[src/urx_pkg.sv]
// shared constants and types for the serial receive status block
`default_nettype none
package urx_pkg;
  // timing
  localparam int CLK_PERIOD_NS = 25;
  localparam int STARTUP_NS = 64000;
  localparam int STARTUP_CYC = (STARTUP_NS + CLK_PERIOD_NS - 1) / CLK_PERIOD_NS;
  localparam logic [11:0] STARTUP_LD = 12'(STARTUP_CYC);
  localparam logic [11:0] START_ZERO = 12'h000;
  localparam logic [11:0] START_STEP = 12'h001;
  localparam logic [7:0] BAUD_ZERO = 8'h00;
  localparam logic [7:0] BAUD_STEP = 8'h01;
  // sixteen-phase bit cell, three mid-cell samples
  localparam logic [3:0] OVS_FIRST = 4'h0;
  localparam logic [3:0] OVS_STEP = 4'h1;
  localparam logic [3:0] SMP_A = 4'h7;
  localparam logic [3:0] SMP_B = 4'h8;
  localparam logic [3:0] SMP_C = 4'h9;
  localparam logic [3:0] LAST_BIT8 = 4'h7;
  localparam logic [3:0] LAST_BIT9 = 4'h8;
  localparam int TOP_BIT9 = 8;
  localparam int TOP_BIT8 = 7;
  // register byte offsets
  localparam logic [4:0] OFS_STATUS = 5'h00;
  localparam logic [4:0] OFS_CTRL1 = 5'h04;
  localparam logic [4:0] OFS_CTRL2 = 5'h08;
  localparam logic [4:0] OFS_CTRL3 = 5'h0c;
  localparam logic [4:0] OFS_BAUD = 5'h10;
  localparam logic [4:0] OFS_DATA = 5'h14;
  localparam logic [4:0] OFS_INTC = 5'h18;
  localparam logic [7:0] REG_RST = 8'h00;
  // control 1 fields
  localparam int C1_NINE = 0;
  localparam int C1_PAREN = 1;
  localparam int C1_PODD = 2;
  localparam int C1_TWOSTOP = 3;
  localparam int C1_MODE = 4;
  localparam int C1_UEN = 5;
  // control 2 fields
  localparam int C2_TEIE = 0;
  localparam int C2_TIIE = 1;
  localparam int C2_RIE = 2;
  localparam int C2_ADDEN = 3;
  localparam int C2_WAKE = 4;
  localparam int C2_RXEN = 5;
  // interrupt control fields
  localparam int IC_GIE = 0;
  localparam int IC_SUE = 1;
  // fifo
  localparam int FIFO_DEPTH = 2;
  localparam logic [1:0] LVL_EMPTY = 2'd0;
  localparam logic [1:0] LVL_STEP = 2'd1;
  localparam logic [1:0] LVL_FULL = 2'd2;

  typedef enum logic [2:0] {
    RX_IDLE, RX_START, RX_DATA, RX_PAR, RX_STOP1, RX_STOP2
  } urx_rxst_t;

  typedef struct packed {
    logic [8:0] data;
    logic noise;
    logic ferr;
    logic perr;
  } urx_entry_t;
endpackage
`default_nettype wire

[src/urx_fifo_if.sv]
// carrier between the frame logic and the receive word fifo
`default_nettype none
interface urx_fifo_if;
  import urx_pkg::*;
  logic push;
  logic pop;
  urx_entry_t wrEnt;
  urx_entry_t rdEnt;
  logic [1:0] level;
  modport ctl(output push, output pop, output wrEnt, input rdEnt, input level);
  modport store(input push, input pop, input wrEnt, output rdEnt, output level);
endinterface
`default_nettype wire

[src/urx_fifo.sv]
// two-entry receive word fifo, head at entry zero
`default_nettype none
module urx_fifo
  import urx_pkg::*;
(
  input wire logic clk,
  input wire logic rst,
  urx_fifo_if.store fi
);
  typedef struct packed {
    urx_entry_t [FIFO_DEPTH-1:0] ent;
    logic [1:0] lvl;
  } urx_fifo_st_t;

  urx_fifo_st_t s;
  urx_fifo_st_t n;

  // pop shifts toward the head, then a push fills the first free slot
  always_comb begin
    n = s;
    if (fi.pop && s.lvl != LVL_EMPTY) begin
      for (int i = 0; i < FIFO_DEPTH - 1; i++) begin
        n.ent[i] = s.ent[i+1];
      end
      n.lvl = s.lvl - LVL_STEP;
    end
    if (fi.push && n.lvl != LVL_FULL) begin
      n.ent[n.lvl[0]] = fi.wrEnt;
      n.lvl = n.lvl + LVL_STEP;
    end
  end

  // state register
  always_ff @(posedge clk) begin
    if (rst) begin
      s <= '0;
    end else begin
      s <= n;
    end
  end

  assign fi.rdEnt = s.ent[0];
  assign fi.level = s.lvl;
endmodule
`default_nettype wire

[src/urx_sampler.sv]
// three-sample majority vote on the receive pin within one bit cell
`default_nettype none
module urx_sampler
  import urx_pkg::*;
(
  input wire logic clk,
  input wire logic rst,
  input wire logic tick,
  input wire logic pin,
  input wire logic [3:0] ovs,
  output logic bitVal,
  output logic noisy,
  output logic decide
);
  typedef struct packed {
    logic s0;
    logic s1;
    logic bitv;
    logic noisy;
    logic dec;
  } urx_smp_st_t;

  urx_smp_st_t s;
  urx_smp_st_t n;

  // samples at phases 7 and 8, vote at phase 9
  always_comb begin
    n = s;
    n.dec = 1'b0;
    if (tick && ovs == SMP_A) begin
      n.s0 = pin;
    end else if (tick && ovs == SMP_B) begin
      n.s1 = pin;
    end else if (tick && ovs == SMP_C) begin
      n.bitv = (s.s0 & s.s1) | (s.s0 & pin) | (s.s1 & pin);
      n.noisy = !(s.s0 == s.s1 && s.s1 == pin);
      n.dec = 1'b1;
    end
  end

  // state register
  always_ff @(posedge clk) begin
    if (rst) begin
      s <= '0;
    end else begin
      s <= n;
    end
  end

  assign bitVal = s.bitv;
  assign noisy = s.noisy;
  assign decide = s.dec;
endmodule
`default_nettype wire

[src/urx_uart_rx.sv]
// serial receive status, errors, interrupt merge and pin wake-up
// Function
// - word into buffer sets avail, requests interrupt
// - two-word fifo; third word flags overrun
// - overrun clears on status then data read
// - noise flagged with word, no own interrupt
// - noise clears on status then data read
// - low stop bit sets framing error
// - any reset clears framing and parity errors
// - parity mismatch flagged only when parity enabled
// - six conditions merge into one low pulse
// - vector needs both enables, stack not full
// - own transmit enables; receive, overrun and wake share the receive enable, address word does not use it
// - address word interrupts when detect enabled
// - detect mode interrupts only on top bit
// - detect off: every word interrupts
// - status flags ignore software writes
// - stopped clock halts baud ticks, reception and start-up count
// - low power keeps all registers unchanged
// - pin falling edge wakes with clock off
// - ignore pin and hold wake interrupt during start-up
// - wake without enables raises no interrupt
// - sixteen-times sampling, majority of three
// - avail clears on status then data read
`default_nettype none
module urx_uart_rx
  import urx_pkg::*;
(
  input wire logic clk,
  input wire logic rst,
  input wire logic [4:0] wb_adr_i,
  input wire logic [31:0] wb_dat_i,
  input wire logic [3:0] wb_sel_i,
  input wire logic wb_we_i,
  input wire logic wb_cyc_i,
  input wire logic wb_stb_i,
  output logic [31:0] wb_dat_o,
  output logic wb_ack_o,
  input wire logic rxTxPin,
  input wire logic uartClkOn,
  input wire logic txEmptyFlag,
  input wire logic txIdleFlag,
  input wire logic stackFull,
  input wire logic intAck,
  output logic usimIntReqN,
  output logic vectorReq,
  output logic sysWake
);
  typedef struct packed {
    urx_rxst_t st;
    logic [3:0] ovs;
    logic [3:0] bitCnt;
    logic [8:0] sh;
    logic parAcc;
    logic noise;
    logic ferr;
    logic perr;
    logic pinPrev;
    logic wPin;
    logic push;
    urx_entry_t ent;
    logic pop;
    logic [7:0] ctrl1;
    logic [7:0] ctrl2;
    logic [7:0] ctrl3;
    logic [7:0] baud;
    logic [7:0] baudCnt;
    logic tick;
    logic gie;
    logic sue;
    logic seen;
    logic oerr;
    logic ack;
    logic [31:0] datO;
    logic irqN;
    logic pend;
    logic vec;
    logic wake;
    logic wakePend;
    logic [11:0] startCnt;
    logic txEPrev;
    logic txIPrev;
  } urx_top_st_t;

  urx_top_st_t s;
  urx_top_st_t n;

  urx_fifo_if fi();

  logic smpBit;
  logic smpNoisy;
  logic smpDec;
  logic run;
  logic rxEnCfg;
  logic rxOn;
  logic nine;
  logic req;
  logic rdReq;
  logic clrSeq;
  logic fifoEmpty;
  logic accept;
  logic overrun;
  logic topBit;
  logic rxEv;
  logic ovEv;
  logic adEv;
  logic teEv;
  logic tiEv;
  logic wkEv;
  logic wkCond;
  logic nz;
  logic fe;
  logic [3:0] lastBit;
  logic [7:0] statusByte;
  logic [7:0] rdByte;

  ////////////////////////////////////////////////////////////////////////
  // submodules

  assign fi.push = s.push;
  assign fi.pop = s.pop;
  assign fi.wrEnt = s.ent;

  urx_fifo uFifo (
    .clk(clk),
    .rst(rst),
    .fi(fi)
  );

  urx_sampler uSmp (
    .clk(clk),
    .rst(rst),
    .tick(s.tick && rxOn),
    .pin(rxTxPin),
    .ovs(s.ovs),
    .bitVal(smpBit),
    .noisy(smpNoisy),
    .decide(smpDec)
  );

  ////////////////////////////////////////////////////////////////////////
  // helper terms

  // halted while clock off or still starting up
  assign run = uartClkOn && s.startCnt == START_ZERO;
  assign rxEnCfg = s.ctrl1[C1_MODE] && s.ctrl1[C1_UEN] && s.ctrl2[C2_RXEN];
  assign rxOn = run && rxEnCfg;
  assign nine = s.ctrl1[C1_NINE];
  assign lastBit = nine ? LAST_BIT9 : LAST_BIT8;
  assign nz = s.noise | smpNoisy;
  assign fe = s.ferr | !smpBit;

  // bus request and the status-then-data clearing sequence
  assign req = wb_cyc_i && wb_stb_i && !s.ack;
  assign rdReq = req && !wb_we_i;
  assign clrSeq = rdReq && wb_adr_i == OFS_DATA && s.seen;
  assign fifoEmpty = fi.level == LVL_EMPTY;

  // full fifo keeps its words, the new one is dropped
  assign accept = s.push && (fi.level != LVL_FULL || s.pop);
  assign overrun = s.push && !accept;
  assign topBit = nine ? s.ent.data[TOP_BIT9] : s.ent.data[TOP_BIT8];

  // interrupt sources, noise adds none of its own
  assign rxEv = accept && s.ctrl2[C2_RIE] &&
                (!s.ctrl2[C2_ADDEN] || topBit);
  assign ovEv = overrun && s.ctrl2[C2_RIE];
  assign adEv = accept && s.ctrl2[C2_ADDEN] && topBit;
  assign teEv = txEmptyFlag && !s.txEPrev && s.ctrl2[C2_TEIE];
  assign tiEv = txIdleFlag && !s.txIPrev && s.ctrl2[C2_TIIE];
  assign wkEv = s.wakePend && run;

  // falling pin edge while the clock is off
  assign wkCond = !uartClkOn && s.wPin && !rxTxPin && s.ctrl2[C2_WAKE] && rxEnCfg &&
                  s.ctrl2[C2_RIE];

  // framing, noise and parity flags come from the head word
  assign statusByte = {txEmptyFlag, txIdleFlag, !fifoEmpty, s.st == RX_IDLE, s.oerr,
                       fi.rdEnt.ferr, fi.rdEnt.noise, fi.rdEnt.perr};

  // read data mux, unmapped reads as zero
  assign rdByte = (wb_adr_i == OFS_STATUS) ? statusByte :
                  (wb_adr_i == OFS_CTRL1) ? {fi.rdEnt.data[TOP_BIT9], s.ctrl1[6:0]} :
                  (wb_adr_i == OFS_CTRL2) ? s.ctrl2 :
                  (wb_adr_i == OFS_CTRL3) ? s.ctrl3 :
                  (wb_adr_i == OFS_BAUD) ? s.baud :
                  (wb_adr_i == OFS_DATA) ? fi.rdEnt.data[7:0] :
                  (wb_adr_i == OFS_INTC) ? {6'h00, s.sue, s.gie} : REG_RST;

  ////////////////////////////////////////////////////////////////////////
  // next state

  always_comb begin
    n = s;
    n.ack = 1'b0;
    n.push = 1'b0;
    n.pop = 1'b0;
    n.tick = 1'b0;
    n.irqN = 1'b1;
    n.wake = 1'b0;
    n.wPin = rxTxPin;
    n.txEPrev = txEmptyFlag;
    n.txIPrev = txIdleFlag;

    // sixteen-times baud enable, frozen while halted
    if (run) begin
      if (s.baudCnt == BAUD_ZERO) begin
        n.tick = 1'b1;
        n.baudCnt = s.baud;
      end else begin
        n.baudCnt = s.baudCnt - BAUD_STEP;
      end
    end

    // start-up delay after a wake
    if (uartClkOn && s.startCnt != START_ZERO) begin
      n.startCnt = s.startCnt - START_STEP;
    end

    // bit cell phase and start edge search
    if (!rxEnCfg) begin
      n.st = RX_IDLE;
    end else if (s.tick && rxOn) begin
      n.pinPrev = rxTxPin;
      n.ovs = s.ovs + OVS_STEP;
      if (s.st == RX_IDLE && s.pinPrev && !rxTxPin) begin
        n.st = RX_START;
        n.ovs = OVS_FIRST;
        n.bitCnt = OVS_FIRST;
        n.sh = '0;
        n.parAcc = 1'b0;
        n.noise = 1'b0;
        n.ferr = 1'b0;
        n.perr = 1'b0;
      end
    end

    // frame sequencing on each voted bit
    if (smpDec && rxOn) begin
      unique case (s.st)
        RX_IDLE: begin
        end
        RX_START: begin
          if (smpBit) begin
            n.st = RX_IDLE;
          end else begin
            n.st = RX_DATA;
            n.noise = smpNoisy;
          end
        end
        RX_DATA: begin
          n.sh = {smpBit, s.sh[8:1]};
          n.parAcc = s.parAcc ^ smpBit;
          n.noise = nz;
          n.bitCnt = s.bitCnt + OVS_STEP;
          if (s.bitCnt == lastBit) begin
            n.st = s.ctrl1[C1_PAREN] ? RX_PAR : RX_STOP1;
          end
        end
        RX_PAR: begin
          n.perr = s.parAcc ^ smpBit ^ s.ctrl1[C1_PODD];
          n.noise = nz;
          n.st = RX_STOP1;
        end
        RX_STOP1, RX_STOP2: begin
          if (s.st == RX_STOP1 && s.ctrl1[C1_TWOSTOP]) begin
            n.ferr = fe;
            n.noise = nz;
            n.st = RX_STOP2;
          end else begin
            // word stored even with errors
            n.push = 1'b1;
            n.ent.data = nine ? s.sh : {1'b0, s.sh[8:1]};
            n.ent.noise = nz;
            n.ent.ferr = fe;
            n.ent.perr = s.perr;
            n.st = RX_IDLE;
          end
        end
      endcase
    end

    // bus slave, one wait state
    if (req) begin
      n.ack = 1'b1;
      if (wb_adr_i == OFS_STATUS) begin
        n.seen = 1'b1;
      end
      if (wb_we_i && wb_sel_i[0]) begin
        // status writes fall through untouched
        unique case (wb_adr_i)
          OFS_CTRL1: n.ctrl1 = wb_dat_i[7:0];
          OFS_CTRL2: n.ctrl2 = wb_dat_i[7:0];
          OFS_CTRL3: n.ctrl3 = wb_dat_i[7:0];
          OFS_BAUD: n.baud = wb_dat_i[7:0];
          OFS_INTC: begin
            n.gie = wb_dat_i[IC_GIE];
            n.sue = wb_dat_i[IC_SUE];
          end
          default: begin
          end
        endcase
      end
      if (!wb_we_i) begin
        n.datO = 32'(rdByte);
        if (wb_adr_i == OFS_DATA) begin
          n.seen = 1'b0;
          n.pop = clrSeq && !fifoEmpty;
        end
      end
    end

    // overrun flag, a new overrun beats the clear
    n.oerr = (s.oerr && !clrSeq) || overrun;

    // pin wake, interrupt held until start-up ends
    if (wkCond) begin
      n.wake = 1'b1;
      n.startCnt = STARTUP_LD;
      n.wakePend = s.wakePend || (s.gie && s.sue);
    end else if (wkEv) begin
      n.wakePend = 1'b0;
    end

    // merged low pulse and latched request
    if (rxEv || ovEv || adEv || teEv || tiEv || wkEv) begin
      n.irqN = 1'b0;
    end
    n.pend = (s.pend && !intAck) || !n.irqN;
    n.vec = s.pend && !intAck && s.gie && s.sue && !stackFull;
  end

  ////////////////////////////////////////////////////////////////////////
  // state register, untouched by clock stop

  always_ff @(posedge clk) begin
    if (rst) begin
      s <= '0;
      s.irqN <= 1'b1;
    end else begin
      s <= n;
    end
  end

  // outputs straight from flops
  assign wb_dat_o = s.datO;
  assign wb_ack_o = s.ack;
  assign usimIntReqN = s.irqN;
  assign vectorReq = s.vec;
  assign sysWake = s.wake;
endmodule
`default_nettype wire

[config.mk]
export PLATFORM = sky130hd
export DESIGN_NAME = urx_uart_rx
export DESIGN_NICKNAME = d
export VERILOG_FILES = /design/src/urx_pkg.sv /design/src/urx_fifo_if.sv /design/src/urx_fifo.sv /design/src/urx_sampler.sv /design/src/urx_uart_rx.sv
export SDC_FILE = /design/constraint.sdc
export NUM_CORES = 1
export LEC_CHECK = 0
export BUFFER_PORTS_ARGS = -buffer_cell sky130_fd_sc_hd__buf_4
export CORE_MARGIN = 2
export CORE_UTILIZATION = 35
export CTS_CLUSTER_DIAMETER = 60
export DETAILED_ROUTE_END_ITERATION = 10
export GPL_TIMING_DRIVEN = 0
export PLACE_DENSITY = 0.56
export RECOVER_POWER = 25
export SLEW_MARGIN = 5
export SYNTH_ARGS = -nofsm -noshare
export SYNTH_HDL_FRONTEND = slang
export SYNTH_SLANG_ARGS = --single-unit
[constraint.sdc]
create_clock -name clk -period 2.6 [get_ports clk]
set_input_delay 0.13 -clock clk [delete_from_list [all_inputs] [get_ports clk]]
set_output_delay 0.13 -clock clk [all_outputs]
set_load 0.005 [all_outputs]
==> results of run 1 <==
critical path, stage by stage (launching register included):
cell and delay (ps):
dfxtp_4 370, inv_1 60, ha_2 200, nand2b_1 140, buf_4 170, xnor2_4 180, clkbuf_8 150, inv_1 30
ha_1 180, nand2b_4 150, or2_4 280, clkbuf_8 180, nor2_1 100, a211oi_1 50
cells in the final DEF, fill, tap and decap left out, drive strengths merged, types with 24 or more instances in the layout:
cell type and count:
a211oi 27, a21oi 41, buf 66, clkbuf 67, conb 24, dfxtp 143, inv 29, mux2i 57
nand2 63, nand3 57, nor2 107, o21ai 27
power by group:
part / switching (mW) / internal (mW)
Sequential: 0.0710 / 2.25
Combinational: 0.412 / 0.315
Clock: 1.11 / 1.57
timing repair:
action / 4_1_cts / 5_1_grt
gates cloned: 0 / 0
hold buffers: 15 / 0
gates resized for setup: 9 / 4
buffers inserted: 2 / 0
pin swaps: 1 / 1
hold endpoints to repair: 36 / 0
endpoints found under the setup margin: 13 / 14
final timing paths:
check | endpoint | start | slack (ps) | depth (start not counted)
hold / removal | s[17] | intAck | 30 | 3
setup / recovery | uFifo.fi.rdEnt[2] | uFifo.fi.level[0] | 220 | 13
hold reg to reg | uFifo.s[24] | uFifo.s[24] | 460 | 2
setup reg to reg | uFifo.fi.rdEnt[2] | uFifo.fi.level[0] | 220 | 13
final cells by class:
cell class | instances | area, sq um | area share
Buffer | 81 | 475 | 0.0560
Clock buffer | 17 | 425 | 0.0501
Clock inverter | 15 | 218 | 0.0257
Inverter | 19 | 71.3 | 0.00840
Multi-Input combinational cell | 592 | 3690 | 0.435
Sequential cell | 143 | 2870 | 0.338
Tap cell | 265 | 332 | 0.0391
Timing Repair Buffer | 50 | 405 | 0.0478
cell families after synthesis:
logic type      synth area share
mux                       0.0869
other cells             0.000539
simple gates               0.236
flops                      0.412
buf+inv                   0.0748
compound gates             0.147
fa+ha+maj                 0.0234
xor+xnor                  0.0200
flip-flops by register name, indices dropped and copies added, names as in the netlist, 2 cells and up:
name	cells
fi.wrEnt	12
s	85
uFifo.s	12
wb_dat_o	8
uFifo.fi.level	2
uSmp.s	2
uFifo.fi.rdEnt	12
routing by layer:
metal	global-route usage	vias to the layer above
met3	0.0377	34
met2	0.302	173
li1	-	3039
met1	0.258	2870
met5	0	-
met4	0.0762	0
==> impl_metrics.py, run 1 <==
metrics = {
    "clocking": {
        "htree_levels": 4,
        "clk_latency_ps": 440,
        "cts_tree": "built",
        "cts_made_buffers": 17,
        "cts.sinks": 143,
        "root_buffer": "clkbuf_16",
        "clkTransAtPathRegs_ps": 70,
        "clockBufferDepth": 2,
    },
    "grt": {
        "grt_max_degree": 17,
        "antenna_found_initial": 0,
        "grt_pass1_wl_um": 31700,
        "first_global_vias": 5716,
        "grt.total_usage": 0.192,
        "grt_overflow_total": 0,
    },
    "power_and_ir_drop": {
        "vdd_drop_max_v": 0.000450,
        "p_per_area_nw_per_um2": 675,
        "p_leak_nw": 3.28,
        "p_total_mw": 5.73,
    },
    "critical_path": {
        "critPathLaunchType": "register",
        "critPathKind": "register to register",
        "crit_arrival_ps": 2670,
        "endpoint_kind": "register",
        "cp_max_fo": 10,
        "cp.required_ps": 2890,
    },
    "yosys": {
        "synth_seq_cells": 143,
        "synth_area_per_cell_sq_um": 8.56,
        "synth_ff_type": "dfxtp_1",
        "yosysMostFrequentCell": "dfxtp_1",
        "netlist_top_cells_count": "dfxtp_1 (143), nor2_1 (107), nand2_1 (63)",
        "syn_inst": 813,
        "synth.distinct_cells": 71,
        "yosysWarnings": 0,
        "async_flop_share": 0,
        "yosys.area.top_type": "dfxtp_1",
        "synth.area.top_cells": "dfxtp_1 (41%), mux2i_1 (8.2%), nor2_1 (5.8%)",
        "synth_edf_count": 0,
        "synth_top_area_frac": 0.412,
        "seq_area_frac_synth": 0.412,
        "syn_area_sq_um": 6960,
    },
    "cells_and_area": {
        "postLayoutCoreUtil": 0.436,
        "stdcell_count": 1182,
        "syn_to_final_growth_pct": 22.0,
        "final_nets": 969,
        "design_area_sq_um": 8490,
        "drive_gt1_frac": 0.143,
        "num-fill-cells": 1935,
        "antenna_cells": 0,
    },
    "sta": {
        "rsz0062_at_grt": "false",
        "setup_viol": 0,
        "fmax_mhz": 420,
        "max_slew_margin": 0.472,
        "setup_slack_ps": 218,
        "fin_skew_ps": 9.81,
        "maxSlewViolCount": 0,
        "fin_crit_sh": 0.916,
        "fin_crit_ps": 2380,
        "totalNegativeSetupSlack_ps": 0,
        "tightest_slew_ps": 792,
        "hold-worst-slack_ps": 33.6,
        "finalHoldViolCount": 0,
    },
    "placement": {
        "dp_hpwl_um": 14400,
        "numPortBuffers": 33,
        "place_ws_ps": -392,
        "dpl_cell_area_sq_um": 7640,
        "dp_cells": 1134,
        "place.gp.congestion": 0.834,
    },
    "route": {
        "met2WireLength_um": 9040,
        "antenna_left": 0,
        "drt_iter0_markers": 468,
        "wl_per_cell_um": 16.8,
        "met1Wirelength_um": 9280,
        "route.met3.wl_um": 1020,
        "drt_drc_violations_left": 0,
        "drt_pass1_iterations": 7,
        "vias_per_cell": 5.17,
        "top_layer_used": "met4",
        "vias": 6116,
        "finalWirelength_um": 19800,
    },
    "die": {
        "chipHeight_um": 145,
        "core_sq_um": 19500,
        "rows": 51,
        "initial_core_util": 0.357,
        "ioPinCount": 88,
        "die-area_sq_um": 21000,
        "die_w_um": 145,
    },
    "job": {
        "drv_cap": 0,
    },
    "hold_path": {
        "hp-class": "primary input to register",
    },
    "outcome": {
        "status": "finished clean",
    },
}
(Power assumes the default switching activity.)
==> run 2, diff against run 1 <==
PLACE_DENSITY = 0.54   (was 0.56)
clock period = 2.9 ns   (was 2.6 ns; I/O delays follow)
==> impl_metrics.py, run 2 (same netlist as run 1, synthesis figures left out) <==
metrics = {
    "sta": {
        "setup_viol": 0,
        "fin_crit_ps": 2680,
        "fmax_mhz": 373,
        "setup_slack_ps": 221,
        "finalHoldViolCount": 0,
        "fin_crit_sh": 0.924,
        "max_slew_margin": 0.465,
        "maxSlewViolCount": 0,
        "fin_skew_ps": 9.25,
        "rsz0062_at_grt": "false",
        "totalNegativeSetupSlack_ps": 0,
        "tightest_slew_ps": 803,
    },
    "cells_and_area": {
        "postLayoutCoreUtil": 0.431,
        "drive_gt1_frac": 0.143,
        "regMostFlops": "s",
        "stdcell_count": 1178,
        "mostFrequentLayoutCells": "dfxtp_1 (142), nor2_1 (107), nand2_1 (63), nand3_1 (57), mux2i_1 (57)",
        "largest_register_ffs": 85,
        "num-fill-cells": 1923,
        "final_nets": 965,
        "syn_to_final_growth_pct": 20.5,
        "final_common_cell": "dfxtp_1",
        "antenna_cells": 0,
    },
    "grt": {
        "grt_max_degree": 17,
        "antenna_found_initial": 0,
        "grt_overflow_total": 0,
        "grt_pass1_wl_um": 31900,
        "first_global_vias": 5714,
        "grt.total_usage": 0.191,
    },
    "critical_path": {
        "critPathTopFamily": "buffers and inverters",
        "crit_path_max_incr_delay_ps": 380,
        "critPathBufInv": 6,
        "cp.required_ps": 3190,
        "cp_max_fo": 10,
        "r2r_slack_ps": 220,
        "cpMaxStageDelayCell": "dfxtp_2",
        "crit_chain": "inv_1 > ha_1 > nand2b_1 > buf_2 > xnor2_4 > buf_8 > inv_1 > ha_1 > nand2b_4 > or2_2 > buf_2 > clkbuf_4 > nor2_1 > a211oi_2",
        "endpoint_kind": "register",
        "crit_start": "uFifo.fi.level[0]",
        "crit_arrival_ps": 2960,
        "reg2reg_from": "uFifo.fi.level[0]",
        "critPathKind": "register to register",
        "critPathLaunchType": "register",
    },
    "clocking": {
        "clk_latency_ps": 430,
        "cts_made_buffers": 17,
        "cts.sinks": 143,
        "cts_tree": "built",
        "root_buffer": "clkbuf_16",
        "clockBufferDepth": 2,
        "clkTransAtPathRegs_ps": 60,
        "htree_levels": 4,
    },
    "placement": {
        "place.gp.congestion": 0.846,
        "dp_hpwl_um": 14500,
        "numPortBuffers": 33,
        "place_ws_ps": -418,
        "dp_cells": 1134,
    },
    "die": {
        "initial_core_util": 0.357,
        "core_sq_um": 19500,
        "rows": 51,
        "die_w_um": 145,
        "chipHeight_um": 145,
        "die-area_sq_um": 21000,
        "ioPinCount": 88,
    },
    "route": {
        "drt_drc_violations_left": 0,
        "drt_iter0_markers": 536,
        "antenna_left": 0,
        "finalWirelength_um": 20000,
        "drt_pass1_iterations": 5,
        "vias": 6119,
        "vias_per_cell": 5.19,
        "wl_per_cell_um": 16.9,
    },
    "outcome": {
        "status": "finished clean",
    },
    "power_and_ir_drop": {
        "p_per_area_nw_per_um2": 598,
        "vdd_drop_max_v": 0.000514,
        "p_leak_nw": 3.22,
    },
    "hold_path": {
        "min_from": "wb_dat_i[2]",
        "hp-class": "primary input to register",
    },
    "job": {
        "drv_cap": 0,
    },
}
## run 2: cell count changes in the layout (fill, tap and decap cells not counted), moves of 2 or more
cell           before  now
dlygate4sd3_1      15    9
inv_8               6    1
clkbuf_8            3    0
clkinvlp_4          0    3
buf_2               8   10
clkbuf_4           11   13
## run 2: per-stage QoR
step,hold slack (ps),power [mW],area [sq um]
after floorplan,222,2.59,7040
final,7.60,5.01,8380
after CTS,0.686,5.04,8350
after global routing,6.94,5.22,8380
after global placement,355,2.76,7620
after detailed placement,356,2.75,7620
## run 2: final cells by class
type	instances	area, sq um	area share
multi-input cells	592	3690	0.440
flip-flops and latches	143	2860	0.342
plain buffers	82	467	0.0557
clock buffers	18	429	0.0512
repair buffers	45	353	0.0421
well taps	265	332	0.0395
clock inverters	14	181	0.0216
inverters	19	71.3	0.00851
## run 2: routing by layer
metal / vias to the layer above / wire [um] / GRT usage
met5: - / 0 / 0
met4: 0 / 336 / 0.0564
met3: 22 / 1260 / 0.0377
met2: 190 / 9160 / 0.307
met1: 2884 / 9200 / 0.260
li1: 3023 / - / -
## run 2: path summary, 6_finish.rpt
check / cells past startpoint / endpoint
max: 14 / uFifo.fi.rdEnt[2]
min: 3 / s[67]
max reg2reg: 14 / uFifo.fi.rdEnt[2]
min reg2reg: 2 / s[95]
## run 2: report_power, final
| part | switching (mW) | internal (mW) |
|---|---|---|
| Sequential | 0.0632 | 2.02 |
| Clock | 0.908 | 1.37 |
| Combinational | 0.371 | 0.278 |
| Total | 1.34 | 3.67 |
## run 2: tightest hold or removal path, delay by kind of cell
kind	cells	cell delay [ps]
muxes	1	60
and+or+nand+nor	1	80
buffers and inverters	1	110
## run 2: repair_timing
action,in CTS,in global routing
buffers inserted,1,2
pin swaps,1,1
resized for setup,7,8
endpoints found under the hold margin,18,0
hold buffers,9,0
endpoints found under the setup margin,13,13
==> run 3, diff against run 2 <==
CTS_BUF_LIST = sky130_fd_sc_hd__clkbuf_16   (was not set)
clock period = 2.7 ns   (was 2.9 ns; I/O delays follow)
==> impl_metrics.py, run 3 (same netlist as run 1, synthesis figures left out) <==
metrics = {
    "hold_path": {
        "whs_path_depth": 3,
        "min_from": "rxTxPin",
        "hp-class": "primary input to register",
        "worstHoldEndpoint": "s[112]",
    },
    "sta": {
        "fin_crit_ps": 2500,
        "finalHoldViolCount": 0,
        "setup_slack_ps": 205,
        "fin_crit_sh": 0.924,
        "fin_skew_ps": 10.3,
        "setup_viol": 0,
        "hold-worst-slack_ps": 12.6,
        "rsz0062_at_grt": "false",
        "tightest_slew_ps": 801,
        "maxSlewViolCount": 0,
        "max_slew_margin": 0.466,
        "fmax_mhz": 401,
    },
    "die": {
        "die-area_sq_um": 21000,
        "ioPinCount": 88,
        "initial_core_util": 0.357,
        "core_sq_um": 19500,
        "die_w_um": 145,
        "rows": 51,
        "chipHeight_um": 145,
    },
    "critical_path": {
        "reg2reg_from": "uFifo.fi.level[0]",
        "cp.required_ps": 2990,
        "crit_arrival_ps": 2780,
        "critPathLaunchType": "register",
        "endpoint_kind": "register",
        "r2r_slack_ps": 200,
        "r2r-end": "uFifo.fi.rdEnt[2]",
        "reg2reg_depth": 13,
        "cp_max_fo": 10,
        "critPathKind": "register to register",
    },
    "cells_and_area": {
        "final_common_cell": "dfxtp_1",
        "mostFrequentLayoutCells": "dfxtp_1 (142), nor2_1 (107), nand2_1 (63), nand3_1 (57), mux2i_1 (57)",
        "final_nets": 967,
        "syn_to_final_growth_pct": 20.9,
        "regMostFlops": "s",
        "postLayoutCoreUtil": 0.432,
        "stdcell_count": 1180,
        "largest_register_ffs": 85,
        "antenna_cells": 0,
        "drive_gt1_frac": 0.144,
    },
    "grt": {
        "grt.total_usage": 0.193,
        "grt_overflow_total": 0,
        "grt_max_degree": 17,
        "grt_pass1_wl_um": 31900,
        "first_global_vias": 5725,
        "antenna_found_initial": 0,
    },
    "route": {
        "vias_per_cell": 5.16,
        "vias": 6092,
        "finalWirelength_um": 20000,
        "wl_per_cell_um": 17.0,
        "drt_drc_violations_left": 0,
        "drt_pass1_iterations": 5,
        "antenna_left": 0,
        "drt_iter0_markers": 387,
    },
    "placement": {
        "dp_hpwl_um": 14500,
        "place_ws_ps": -495,
        "place.gp.congestion": 0.831,
        "dp_cells": 1134,
        "numPortBuffers": 33,
    },
    "clocking": {
        "cts_tree": "built",
        "htree_levels": 4,
        "clk_latency_ps": 430,
        "cts_made_buffers": 17,
        "root_buffer": "clkbuf_16",
        "clkTransAtPathRegs_ps": 60,
        "clockBufferDepth": 2,
        "cts.sinks": 143,
    },
    "power_and_ir_drop": {
        "p_per_area_nw_per_um2": 628,
        "p_total_mw": 5.28,
        "vdd_drop_max_v": 0.000433,
        "p_leak_nw": 3.24,
    },
    "outcome": {
        "status": "finished clean",
    },
    "job": {
        "drv_cap": 0,
    },
}
## run 3: cell types whose count changed in the layout (fill, tap and decap cells not counted), sizes merged
cell	before	now
clkinv	3	7
dlygate4sd3	9	13
buf	69	67
clkinvlp	3	1
bufinv	3	2
clkbuf	67	66
## run 3: worst max path at each step
stage / startpoint / endpoint / slack, ps / depth (start not counted)
after floorplan: uFifo.fi.level[0] / uFifo.fi.rdEnt[0] / 50 / 14
after global placement: uFifo.fi.level[0] / uFifo.fi.rdEnt[8] / -460 / 14
after detailed placement: uFifo.fi.level[0] / uFifo.fi.rdEnt[3] / -500 / 13
after CTS: uFifo.fi.level[0] / uFifo.fi.rdEnt[2] / 2 / 14
after global routing: s[2] / s[62] / 40 / 7
final: uFifo.fi.level[0] / uFifo.fi.rdEnt[2] / 200 / 13
## run 3: timing repair
item                                    in CTS  in global routing
setup buffers                                2                  0
hold endpoints to repair                    29                  0
pin swaps                                    1                  2
resized for setup                           12                  5
cloned                                       0                  0
hold buffers                                13                  0
endpoints found under the setup margin      13                 14
## run 3: final cells by class
cell class              count  area, sq um
fillers                  1982        11100
multi-input cells         592         3690
flip-flops and latches    143         2870
plain buffers              81          477
clock buffers              17          425
repair buffers             48          389
well taps                 265          332
clock inverters            15          160
inverters                  19         71.3
## run 3: critical path: stages, from the launching register on
cell and delay [ps]:
dfxtp_4 370, inv_1 70, ha_2 200, nand2b_1 140
buf_4 170, xnor2_4 160, clkbuf_8 150, inv_1 30
ha_1 180, nand2b_4 140, or2_2 370, clkbuf_8 200
nor2_1 110, a211oi_1 60
## run 3: metrics by stage
| step | TNS [ps] | cell area, sq um |
|---|---|---|
| finish | 0 | 8410 |
| global route | 0 | 8410 |
| global placement | -5620 | 7620 |
| floorplan | 0 | 7040 |
| CTS | 0 | 8400 |
| detailed placement | -5950 | 7620 |
## run 3: power by group
group	switching, mW	leakage (nW)	internal, mW	total [mW]
Sequential	0.0670	1.15	2.17	2.24
Clock	0.978	0.290	1.37	2.35
Combinational	0.396	1.80	0.302	0.699
## run 3: layer usage
layer | share of wire | global-route usage
met1 | 0.48 | 0.260
met4 | 0.020 | 0.0653
met5 | 0 | 0
met2 | 0.45 | 0.305
met3 | 0.047 | 0.0453
